--- src/design/uep_pkg.sv ---
// package for the endpoint-zero control/status block
// assumes a single 10 MHz clock and an 8-bit register port
package uep_pkg;

  // register map
  localparam logic [7:0] UEP_ADDR_EP0_CSR = 8'h11;
  localparam logic [7:0] UEP_ADDR_RX_COUNT = 8'h16;
  localparam logic [7:0] UEP_ADDR_INT_STATUS = 8'h20;
  localparam logic [7:0] UEP_ADDR_INT_MASK = 8'h21;
  localparam logic [7:0] UEP_CSR_RESET = 8'h00;

  // control/status bit positions
  localparam int UEP_BIT_SRV_SETUP_END = 7;
  localparam int UEP_BIT_SRV_OUT_READY = 6;
  localparam int UEP_BIT_SEND_STALL = 5;
  localparam int UEP_BIT_SETUP_END = 4;
  localparam int UEP_BIT_DATA_END = 3;
  localparam int UEP_BIT_STALL_SENT = 2;
  localparam int UEP_BIT_IN_READY = 1;
  localparam int UEP_BIT_OUT_READY = 0;

  // interrupt status bit positions
  localparam int UEP_IRQ_RX_PACKET = 0;
  localparam int UEP_IRQ_IN_CLEARED = 1;
  localparam int UEP_IRQ_STALL = 2;
  localparam int UEP_IRQ_SETUP_END = 3;
  localparam int UEP_IRQ_WIDTH = 4;

  localparam int UEP_COUNT_WIDTH = 7;

  // events reported by the serial interface engine, one-cycle pulses
  typedef struct packed {
    logic rx_packet_done;
    logic [UEP_COUNT_WIDTH-1:0] rx_byte_count;
    logic in_packet_sent;
    logic setup_overwrite;
    logic out_overwrite;
    logic stall_sent;
    logic xfer_end;
    logic in_token;
  } uep_sie_event_t;

  // answers to the serial interface engine
  typedef struct packed {
    logic in_ready;
    logic stall_req;
    logic data_end;
    logic nak_in;
  } uep_sie_ctrl_t;

endpackage

--- src/design/uep_ctrl.sv ---
// endpoint-zero control/status register with event-driven flags
// assumes engine events are single-cycle pulses on clock_in
//
// Added by the designer: the address-and-strobe port.
`timescale 1ns/100ps
`default_nettype none
module uep_ctrl
  import uep_pkg::*;
(
  // clock and reset
  input wire logic clock_in,
  input wire logic srst_in,
  // register port
  input wire logic [7:0] addr_in,
  input wire logic [7:0] wdata_in,
  input wire logic wr_in,
  input wire logic rd_in,
  output logic [7:0] rdata_out,
  // serial interface engine
  input wire uep_sie_event_t sie_event_in,
  output uep_sie_ctrl_t sie_ctrl_out,
  // interrupt
  output logic irq_out
);

  ////////////////////////////////////////////////////////////////////////////
  logic send_stall_request_reg;
  logic setup_end_flag_reg;
  logic data_end_marker_reg;
  logic stall_sent_flag_reg;
  logic in_packet_ready_reg;
  logic out_packet_ready_reg;
  logic [UEP_COUNT_WIDTH-1:0] rx_count_reg;
  logic [UEP_IRQ_WIDTH-1:0] irq_status_reg;
  logic [UEP_IRQ_WIDTH-1:0] irq_mask_reg;
  logic csr_wr;
  logic status_wr;
  logic in_cleared;
  logic [UEP_IRQ_WIDTH-1:0] irq_set;

  assign csr_wr = wr_in && (addr_in == UEP_ADDR_EP0_CSR);
  assign status_wr = wr_in && (addr_in == UEP_ADDR_INT_STATUS);
  assign in_cleared = in_packet_ready_reg &&
    (sie_event_in.in_packet_sent || sie_event_in.setup_overwrite || sie_event_in.out_overwrite);

  ////////////////////////////////////////////////////////////////////////////
  // setup-end: a set in the same cycle as the serviced strobe wins
  always_ff @(posedge clock_in) begin
    if (srst_in) begin
      setup_end_flag_reg <= UEP_CSR_RESET[UEP_BIT_SETUP_END];
    end else if (sie_event_in.xfer_end && !data_end_marker_reg) begin
      setup_end_flag_reg <= 1'b1;
    end else if (csr_wr && wdata_in[UEP_BIT_SRV_SETUP_END]) begin
      setup_end_flag_reg <= 1'b0;
    end
  end

  // out-ready: only the serviced strobe clears it
  always_ff @(posedge clock_in) begin
    if (srst_in) begin
      out_packet_ready_reg <= UEP_CSR_RESET[UEP_BIT_OUT_READY];
    end else if (sie_event_in.rx_packet_done) begin
      out_packet_ready_reg <= 1'b1;
    end else if (csr_wr && wdata_in[UEP_BIT_SRV_OUT_READY]) begin
      out_packet_ready_reg <= 1'b0;
    end
  end

  always_ff @(posedge clock_in) begin
    if (srst_in) begin
      rx_count_reg <= '0;
    end else if (sie_event_in.rx_packet_done) begin
      rx_count_reg <= sie_event_in.rx_byte_count;
    end
  end

  // send-stall: software can only set it, the engine clears it
  always_ff @(posedge clock_in) begin
    if (srst_in) begin
      send_stall_request_reg <= UEP_CSR_RESET[UEP_BIT_SEND_STALL];
    end else if (csr_wr && wdata_in[UEP_BIT_SEND_STALL]) begin
      send_stall_request_reg <= 1'b1;
    end else if (sie_event_in.stall_sent) begin
      send_stall_request_reg <= 1'b0;
    end
  end

  // stall-sent: hardware sets, software writes zero to clear
  always_ff @(posedge clock_in) begin
    if (srst_in) begin
      stall_sent_flag_reg <= UEP_CSR_RESET[UEP_BIT_STALL_SENT];
    end else if (sie_event_in.stall_sent) begin
      stall_sent_flag_reg <= 1'b1;
    end else if (csr_wr && !wdata_in[UEP_BIT_STALL_SENT]) begin
      stall_sent_flag_reg <= 1'b0;
    end
  end

  // data-end: held until the transfer ends or a stall is sent, then dropped by hardware
  always_ff @(posedge clock_in) begin
    if (srst_in) begin
      data_end_marker_reg <= UEP_CSR_RESET[UEP_BIT_DATA_END];
    end else if (csr_wr && wdata_in[UEP_BIT_DATA_END]) begin
      data_end_marker_reg <= 1'b1;
    end else if (sie_event_in.xfer_end || sie_event_in.stall_sent) begin
      data_end_marker_reg <= 1'b0;
    end
  end

  // in-ready: engine clearing beats a same-cycle software set
  always_ff @(posedge clock_in) begin
    if (srst_in) begin
      in_packet_ready_reg <= UEP_CSR_RESET[UEP_BIT_IN_READY];
    end else if (in_cleared) begin
      in_packet_ready_reg <= 1'b0;
    end else if (csr_wr && wdata_in[UEP_BIT_IN_READY]) begin
      in_packet_ready_reg <= 1'b1;
    end
  end

  ////////////////////////////////////////////////////////////////////////////
  // interrupts: write one to clear, new events win
  always_comb begin
    irq_set = '0;
    irq_set[UEP_IRQ_RX_PACKET] = sie_event_in.rx_packet_done;
    irq_set[UEP_IRQ_IN_CLEARED] = in_cleared;
    irq_set[UEP_IRQ_STALL] = sie_event_in.stall_sent;
    irq_set[UEP_IRQ_SETUP_END] = sie_event_in.xfer_end && !data_end_marker_reg;
  end

  always_ff @(posedge clock_in) begin
    if (srst_in) begin
      irq_status_reg <= '0;
    end else if (status_wr) begin
      irq_status_reg <= (irq_status_reg & ~wdata_in[UEP_IRQ_WIDTH-1:0]) | irq_set;
    end else begin
      irq_status_reg <= irq_status_reg | irq_set;
    end
  end

  always_ff @(posedge clock_in) begin
    if (srst_in) begin
      irq_mask_reg <= '0;
    end else if (wr_in && addr_in == UEP_ADDR_INT_MASK) begin
      irq_mask_reg <= wdata_in[UEP_IRQ_WIDTH-1:0];
    end
  end

  always_ff @(posedge clock_in) begin
    if (srst_in) begin
      irq_out <= 1'b0;
    end else begin
      irq_out <= |((irq_status_reg | irq_set) & irq_mask_reg &
        ~(status_wr ? wdata_in[UEP_IRQ_WIDTH-1:0] & ~irq_set : '0));
    end
  end

  ////////////////////////////////////////////////////////////////////////////
  // engine controls
  always_ff @(posedge clock_in) begin
    if (srst_in) begin
      sie_ctrl_out <= '0;
    end else begin
      sie_ctrl_out.in_ready <= in_packet_ready_reg;
      sie_ctrl_out.stall_req <= send_stall_request_reg;
      sie_ctrl_out.data_end <= data_end_marker_reg;
      sie_ctrl_out.nak_in <= sie_event_in.in_token && !in_packet_ready_reg;
    end
  end

  ////////////////////////////////////////////////////////////////////////////
  // read data one cycle after the strobe, zero otherwise
  always_ff @(posedge clock_in) begin
    if (srst_in) begin
      rdata_out <= '0;
    end else if (rd_in) begin
      unique case (addr_in)
        UEP_ADDR_EP0_CSR: begin
          // serviced strobes always read zero
          rdata_out <= {1'b0, 1'b0, send_stall_request_reg, setup_end_flag_reg,
            data_end_marker_reg, stall_sent_flag_reg, in_packet_ready_reg, out_packet_ready_reg};
        end
        UEP_ADDR_RX_COUNT: begin
          rdata_out <= {1'b0, rx_count_reg};
        end
        UEP_ADDR_INT_STATUS: begin
          rdata_out <= {{(8-UEP_IRQ_WIDTH){1'b0}}, irq_status_reg};
        end
        UEP_ADDR_INT_MASK: begin
          rdata_out <= {{(8-UEP_IRQ_WIDTH){1'b0}}, irq_mask_reg};
        end
        default: begin
          rdata_out <= '0;
        end
      endcase
    end else begin
      rdata_out <= '0;
    end
  end

endmodule
`default_nettype wire

--- config.mk ---
export PLATFORM = sky130hd
export DESIGN_NAME = uep_ctrl
export DESIGN_NICKNAME = d
export VERILOG_FILES = /design/src/design/uep_pkg.sv /design/src/design/uep_ctrl.sv
export SDC_FILE = /design/constraint.sdc
export NUM_CORES = 1
export LEC_CHECK = 0
export ABC_CLOCK_PERIOD_IN_PS = 5300
export BUFFER_PORTS_ARGS = -buffer_cell sky130_fd_sc_hd__buf_2
export CAP_MARGIN = 20
export CORE_MARGIN = 1
export CORE_UTILIZATION = 30
export CTS_BUF_LIST = sky130_fd_sc_hd__clkbuf_4 sky130_fd_sc_hd__clkbuf_8
export DETAILED_ROUTE_END_ITERATION = 6
export GPL_ROUTABILITY_DRIVEN = 0
export PLACE_DENSITY_LB_ADDON = 0.3
export SKIP_LAST_GASP = 1
export SLEW_MARGIN = 20
export SYNTH_ARGS = -nofsm -noshare
export SYNTH_HDL_FRONTEND = slang
export SYNTH_SLANG_ARGS = --single-unit
--- constraint.sdc ---
create_clock -name clock_in -period 5.3 [get_ports clock_in]
set_clock_uncertainty 0.15 [all_clocks]
set_input_delay 1.06 -clock clock_in [delete_from_list [all_inputs] [get_ports clock_in]]
set_output_delay 1.06 -clock clock_in [all_outputs]
set_load 0.01 [all_outputs]
==> results.json, run 1 <==
{
  "critPathArrivalTime_ns": 2.54,
  "post_drt_via_cell_ratio": 4.92,
  "worstMarginPinSlew_ns": 0.544,
  "critPathMaxStageDelay_ns": 0.52,
  "drc_errors": 0,
  "cts_root_buf": "clkbuf_8",
  "initial_standard_cell_utilization_of_the_core": 0.314,
  "fin_util": 0.399,
  "number_of_instances_in_the_synthesized_netlist": 134,
  "post_synth_num_cell_types": 37,
  "clk_path_buf_depth": 2,
  "setup_viol_count_final": 0,
  "yosys_warnings": 0,
  "nets": 211,
  "worst_r2r_startpoint": "data_end_marker_reg",
  "post-cts-setup-buffers": 0,
  "number_of_antenna_violations_at_the_first_check_in_global_routing": 0,
  "timing.critical_path.cells": "buf_2 > nor4b_2 > and4_1 > o31ai_2 > a21oi_1",
  "core-area_um2": 4350,
  "first_global_vias": 1068,
  "die_area_um2": 4830,
  "max_slew_headroom": 0.635,
  "place.detailed.hpwl_mm": 2.22,
  "cts_resized": 0,
  "io_pins": 47,
  "diodes": 0,
  "critical_path_class": "in2reg",
  "fin_tns_setup_ns": 0,
  "cts_buffers": 5,
  "status": "completed",
  "timing.final.crit_period_ns": 2.47,
  "final.fill_count": 457,
  "top_achievable_clock_speed_mhz": 405,
  "power_density_nw_per_um2": 314,
  "cp-endpoint": "rdata_out[1]",
  "die_height_um": 69.5,
  "cellLeakagePower_nw": 0.769,
  "max_cap_viol_count": 0,
  "drtIter0Drc": 60,
  "fin_worst_hold_slack_ns": 0.332,
  "die_w_um": 69.5,
  "synth_to_final_area_change_pct": 27.0,
  "clkLatencyLatePin_ns": 0.28,
  "num_rows": 24,
  "synth_seq_area_share": 0.484,
  "path_max_fanout": 8,
  "groute.usage.overall": 0.137,
  "hold_path.class": "reg2reg",
  "first_pass_grt_wire_length_mm": 5.04,
  "rr_endpoint": "irq_out",
  "detailroute.via_count": 1132,
  "layout-drive-gt1-share": 0.331,
  "number_of_iterations_in_the_first_detailed_routing_pass": 4,
  "cts_hold_repair.buffers": 0,
  "cts_tree": "built",
  "synth_nets": 168,
  "setup.reg_to_reg.worst_slack_ns": 3.94,
  "critPathSlowestCell": "and4_1",
  "wl_per_cell_um": 13.3,
  "slew_violations": 0,
  "fin_crit_sh": 0.466,
  "synthesis.area_per_instance_um2": 10.2,
  "vdd_ir_drop_max_uv": 144,
  "totalWireLength_mm": 3.06,
  "grt_overflow_total": 0,
  "io_buffers": 44,
  "netlist_area_um2": 1370,
  "startpoint": "addr_in[5]",
  "clkSinkCount": 33,
  "largest_net_degree_at_the_start_of_global_routing": 28,
  "hold_viol": 0,
  "htreeDepth": 2,
  "cp-start-kind": "input port",
  "route.antenna.remaining_nets": 0,
  "timing.reg2reg.worst_path_depth": 4,
  "grt_setup_unrepaired": "false",
  "crit_required_ns": 5.37,
  "endpoint_kind": "flop",
  "register_clock_pin_slew_on_the_reported_worst_setup_and_hold_paths_ns": 0.06,
  "ys_ff_latch": 33
}
Yosys cell counts:
cell	n	area share
a21o_1	1	0.0055
a21oi_1	4	0.015
a221o_1	1	0.0073
a222oi_1	3	0.022
a22o_1	3	0.019
a22oi_1	3	0.016
a31oi_1	2	0.0092
a32o_1	1	0.0073
a32oi_1	3	0.019
a41oi_2	1	0.012
and2_1	2	0.0092
and2_4	1	0.0064
and3_1	1	0.0046
and4_1	1	0.0064
buf_2	1	0.0037
buf_4	1	0.0055
clkbuf_1	5	0.014
clkbuf_2	1	0.0037
conb_1	1	0.0027
dfxtp_1	33	0.48
inv_1	3	0.0082
mux2i_1	11	0.081
nand2b_1	1	0.0046
nand3_1	2	0.0073
nand4_1	3	0.014
nor2_1	24	0.066
nor2b_1	7	0.032
nor3_1	1	0.0037
nor3b_1	3	0.016
nor4_4	1	0.016
nor4b_2	1	0.011
nor4b_4	2	0.035
o21a_1	1	0.0055
o21ai_0	2	0.0073
o21bai_1	1	0.0055
o31a_1	1	0.0064
o31ai_2	1	0.0092
how the worst min path moves through the flow:
stage / from / to / slack, ns / depth (start not counted)
final: rx_count_reg[6] / rdata_out[6] / 0.33 / 1
after global routing: rx_count_reg[6] / rdata_out[6] / 0.35 / 1
after CTS: rx_count_reg[6] / rdata_out[6] / 0.33 / 1
after detailed placement: rx_count_reg[6] / rdata_out[6] / 0.32 / 1
after global placement: setup_end_flag_reg / setup_end_flag_reg / 0.31 / 2
after floorplan: rx_count_reg[6] / rx_count_reg[6] / 0.30 / 2
through the flow:
step	setup WS [ns]	std cells	power (W)	instance area, µm²
after CTS	2.83	230	0.000553	1740
after global routing	2.71	230	0.000565	1740
final	2.83	230	0.000544	1740
after global placement	2.54	222	0.000304	1620
after detailed placement	2.52	222	0.000304	1620
after floorplan	2.85	134	0.000284	1370
layout make-up:
cell class,count,area (µm²),area share
well taps,52,65.1,0.0375
inverters,3,11.3,0.00649
flip-flops and latches,33,661,0.381
clock inverters,1,30.0,0.0173
multi-input cells,90,658,0.379
repair buffers,44,220,0.127
clock buffers,7,90.1,0.0519
critical path: cells and delay by family:
kind | cells | cell delay [ns]
buf+inv | 1 | 0.11
compound gates | 2 | 0.34
simple gates | 2 | 1.03
cell usage in the layout (no fill, tap or decap), types with 2 or more instances in the layout:
| cell type | instances |
|---|---|
| a32oi_1 | 3 |
| nor4b_4 | 2 |
| nand4_1 | 3 |
| nand3_1 | 2 |
| nor2b_1 | 7 |
| buf_2 | 44 |
| nor3b_1 | 3 |
| clkbuf_8 | 6 |
| nor2_1 | 24 |
| and2_1 | 2 |
| a31oi_1 | 2 |
| a222oi_1 | 3 |
| a21oi_1 | 4 |
| a22oi_1 | 3 |
| mux2i_1 | 11 |
| dfxtp_1 | 33 |
| inv_1 | 3 |
| o21ai_0 | 2 |
| a22o_1 | 3 |
logic make-up (layout without fill, tap and decap cells):
group                  Yosys count  after routing  share of synthesized area
AND/OR/NAND/NOR                 50             50                      0.232
flip-flops                      33             33                      0.484
AO/OA/AOI/OAI                   28             28                      0.167
multiplexers                    11             11                     0.0806
buffers and inverters           11             55                     0.0348
other                            1              1                    0.00274
power by group:
group          switching (W)  internal [W]   total, W  leakage, nW
Clock              0.0000878      0.000158   0.000246       0.0619
Combinational      0.0000219     0.0000183  0.0000401        0.438
Sequential        0.00000324      0.000255   0.000258        0.269
Total               0.000113      0.000431   0.000544        0.769
routing by layer:
layer  up-vias  wire length (µm)  GRT usage
met5         -                 0          0
met4         0                55     0.0612
met3         7               184     0.0480
met2        33              1350      0.209
met1       520              1460      0.172
li1        572                 -          -
Power figures use the tool's default switching activity.
==> run 2: changes to the inputs <==
- ABC_AREA: default -> 1
- ABC_CLOCK_PERIOD_IN_PS: 5300 -> 2250
- clock period: 5.3 -> 2.25 ns (I/O delays scaled with it)
==> run 2 against run 1 <==
- worst hold slack lost 0.097 ns
- power rose by 110%
- sequential power up 140%
- global-route usage grew 0.14 points
- sequential share of layout area is 2.7 points lower
- worst setup slack worse by 2.0 ns
- clock power up 78%
- cell count up 45%
- first-iteration DRC count grew 8.3%
- wire length grew 7.6%
==> results.json, run 2 <==
{
  "status": "completed",
  "post-synth-top-area-cell": "dfxtp_1",
  "largest_net_degree_at_the_start_of_global_routing": 16,
  "timing.reg2reg.worst_path_depth": 7,
  "number_of_iterations_in_the_first_detailed_routing_pass": 4,
  "critical_path_class": "in2reg",
  "layoutNonFillerInstCount": 334,
  "netlist.area_leader.share": 0.441,
  "setup.reg_to_reg.worst_slack_ns": 1.05,
  "cts_root_buf": "clkbuf_8",
  "die_area_um2": 5280,
  "io_pins": 47,
  "htreeDepth": 2,
  "hold_path.class": "in2reg",
  "critPathMaxStageDelay_ns": 0.15,
  "synth-edff-count": 0,
  "nets": 300,
  "io_buffers": 44,
  "footprint_of_the_multi_input_gates_um2": 689,
  "wl_per_cell_um": 9.84,
  "vdd_ir_drop_max_uv": 248,
  "core-area_um2": 4750,
  "path_max_fanout": 3,
  "min_path_cells": 3,
  "drtIter0Drc": 65,
  "grt_setup_unrepaired": "false",
  "timing.critical_path.cells": "buf_2 > inv_1 > nand2_1 > nor2_4 > nand2_1 > nor2_1 > nand2_1 > nand2_1 > nand2_1 > nor2_1 > nor2_1",
  "timing.final.crit_period_ns": 1.44,
  "worst_r2r_startpoint": "data_end_marker_reg",
  "post-place-cells": 326,
  "num_rows": 25,
  "first_global_vias": 1206,
  "netlist_area_um2": 1500,
  "layout-drive-gt1-share": 0.258,
  "die_height_um": 72.7,
  "number_of_instances_in_the_synthesized_netlist": 219,
  "share_of_synthesized_cell_area_in_and_or_nand_and_nor_gates": 0.348,
  "endpoint_kind": "flop",
  "critPathBufInv": 2,
  "rr_endpoint": "irq_out",
  "synth_nets": 253,
  "detailroute.via_count": 1386,
  "diodes": 0,
  "initial_standard_cell_utilization_of_the_core": 0.315,
  "yosys.area_share.xor_xnor": 0,
  "drc_errors": 0,
  "first_pass_grt_wire_length_mm": 5.45,
  "synth_to_final_area_change_pct": 24.7,
  "fin_tns_setup_ns": 0,
  "seqCellArea_um2": 661,
  "final.fill_count": 538,
  "clkLatencyLatePin_ns": 0.28,
  "yosys-mux-area-fraction": 0,
  "cp-start-kind": "input port",
  "post_synth_num_cell_types": 23,
  "top_achievable_clock_speed_mhz": 697,
  "setup_viol_count_final": 0,
  "critPathArrivalTime_ns": 1.45,
  "power_density_nw_per_um2": 614,
  "crit_required_ns": 2.27,
  "max_cap_viol_count": 0,
  "critPathSlowestCell": "nor2_4",
  "synth.top_cells.by_count": "nor2_1, nand2_1, dfxtp_1",
  "number_of_antenna_violations_at_the_first_check_in_global_routing": 0,
  "totalWireLength_mm": 3.29,
  "cts_buffers": 5,
  "register_clock_pin_slew_on_the_reported_worst_setup_and_hold_paths_ns": 0.07,
  "synthesis.area_per_instance_um2": 6.84,
  "crit_path_frequent_cell": "nand2_1",
  "groute.usage.overall": 0.138,
  "post-cts-setup-buffers": 0,
  "synth-compound-area-share": 0.109,
  "critPathTopFamily": "simple AND/OR/NAND/NOR gates",
  "die_w_um": 72.7,
  "cts_hold_repair.buffers": 0,
  "post_drt_via_cell_ratio": 4.15,
  "fin_crit_sh": 0.638,
  "yosys_warnings": 0,
  "clk_path_buf_depth": 2,
  "grt_overflow_total": 0,
  "ys_top_cells_by_area": "dfxtp_1, nor2_1, nand2_1",
  "hold_viol": 0,
  "post-synth-top-count-cell": "nor2_1",
  "slew_violations": 0,
  "hold-path-endpoint": "sie_ctrl_out[0]",
  "post_synth_fa_ha_maj_area_fraction": 0,
  "clkSinkCount": 33,
  "ys_ff_latch": 33,
  "ys.flop_type": "dfxtp_1",
  "cellLeakagePower_nw": 0.906,
  "layout_commonest_cell": "nor2_1",
  "async_reset_ff_frac": 0,
  "route.antenna.remaining_nets": 0,
  "cts_resized": 0,
  "synth_seq_area_share": 0.441,
  "place.detailed.hpwl_mm": 2.54,
  "layout.cells.most_common_list": "nor2_1, nand2_1, buf_2",
  "combinational_family_with_the_most_area_after_synthesis": "simple AND/OR/NAND/NOR gates",
  "holdCritStartpoint": "sie_event_in[0]",
  "cts_tree": "built"
}
==> run 2: cell types whose count changed after synthesis, moves of 6 or more <==
cell | previous run | this run
nand2_1 | 0 | 46
nor2_1 | 24 | 54
inv_1 | 3 | 28
o21ai_0 | 2 | 15
mux2i_1 | 11 | 0
nor2b_1 | 7 | 0
a21oi_1 | 4 | 10
nand3_1 | 2 | 8
==> run 2: cell families after synthesis <==
group,Yosys count
AOI/OAI and AO/OA,30
buffers and inverters,37
DFF,33
other,1
and+or+nand+nor,118
==> run 2: through the flow <==
stage / instance area, µm² / power (W) / setup slack, ns / hold WS, ns / util
floorplan: 1500 / 0.000678 / 0.769 / 0.269 / -
global route: 1870 / 0.00120 / 0.666 / 0.248 / 0.393
detailed placement: 1780 / 0.000724 / 0.502 / 0.285 / 0.375
finish: 1870 / 0.00115 / 0.815 / 0.235 / 0.393
CTS: 1870 / 0.00116 / 0.801 / 0.234 / 0.393
global placement: 1780 / 0.000722 / 0.520 / 0.283 / 0.375
==> run 2: worst max-delay path by stage <==
| stage | start | end | slack, ns | cells after the start |
|---|---|---|---|---|
| floorplan | addr_in[4] | irq_out | 0.77 | 10 |
| global placement | addr_in[4] | irq_out | 0.52 | 11 |
| detailed placement | addr_in[4] | irq_out | 0.50 | 11 |
| CTS | addr_in[4] | irq_out | 0.80 | 11 |
| global route | addr_in[4] | irq_out | 0.67 | 11 |
| finish | addr_in[4] | irq_out | 0.81 | 11 |
==> run 2: power breakdown <==
part / switching (W) / total [W] / leakage, nW / internal (W)
logic: 0.0000602 / 0.000100 / 0.593 / 0.0000401
clock network: 0.000226 / 0.000439 / 0.0439 / 0.000213
registers: 0.00000746 / 0.000609 / 0.270 / 0.000601
==> run 2: layout make-up <==
type	instances	share of cell area
clock buffers	5	0.0368
multi-input cells	149	0.369
clock inverters	3	0.00937
repair buffers	44	0.118
inverters	33	0.0689
flip-flops and latches	33	0.353
well taps	67	0.0448
==> run 2: metal layers <==
| layer | GRT usage | up-vias | part of all wire |
|---|---|---|---|
| li1 | - | 759 | - |
| met1 | 0.178 | 583 | 0.49 |
| met2 | 0.215 | 38 | 0.43 |
| met3 | 0.0387 | 6 | 0.060 |
| met4 | 0.0610 | 0 | 0.018 |
| met5 | 0 | - | 0 |
==> run 2: worst register-to-register path: stages, from the launching register on <==
cell and delay [ns]:
dfxtp_1 0.38, nor2_1 0.10, nor2_1 0.09, nand3_1 0.10, nand2_1 0.09, nand2_1 0.05
nor2_1 0.10, nor2_1 0.04
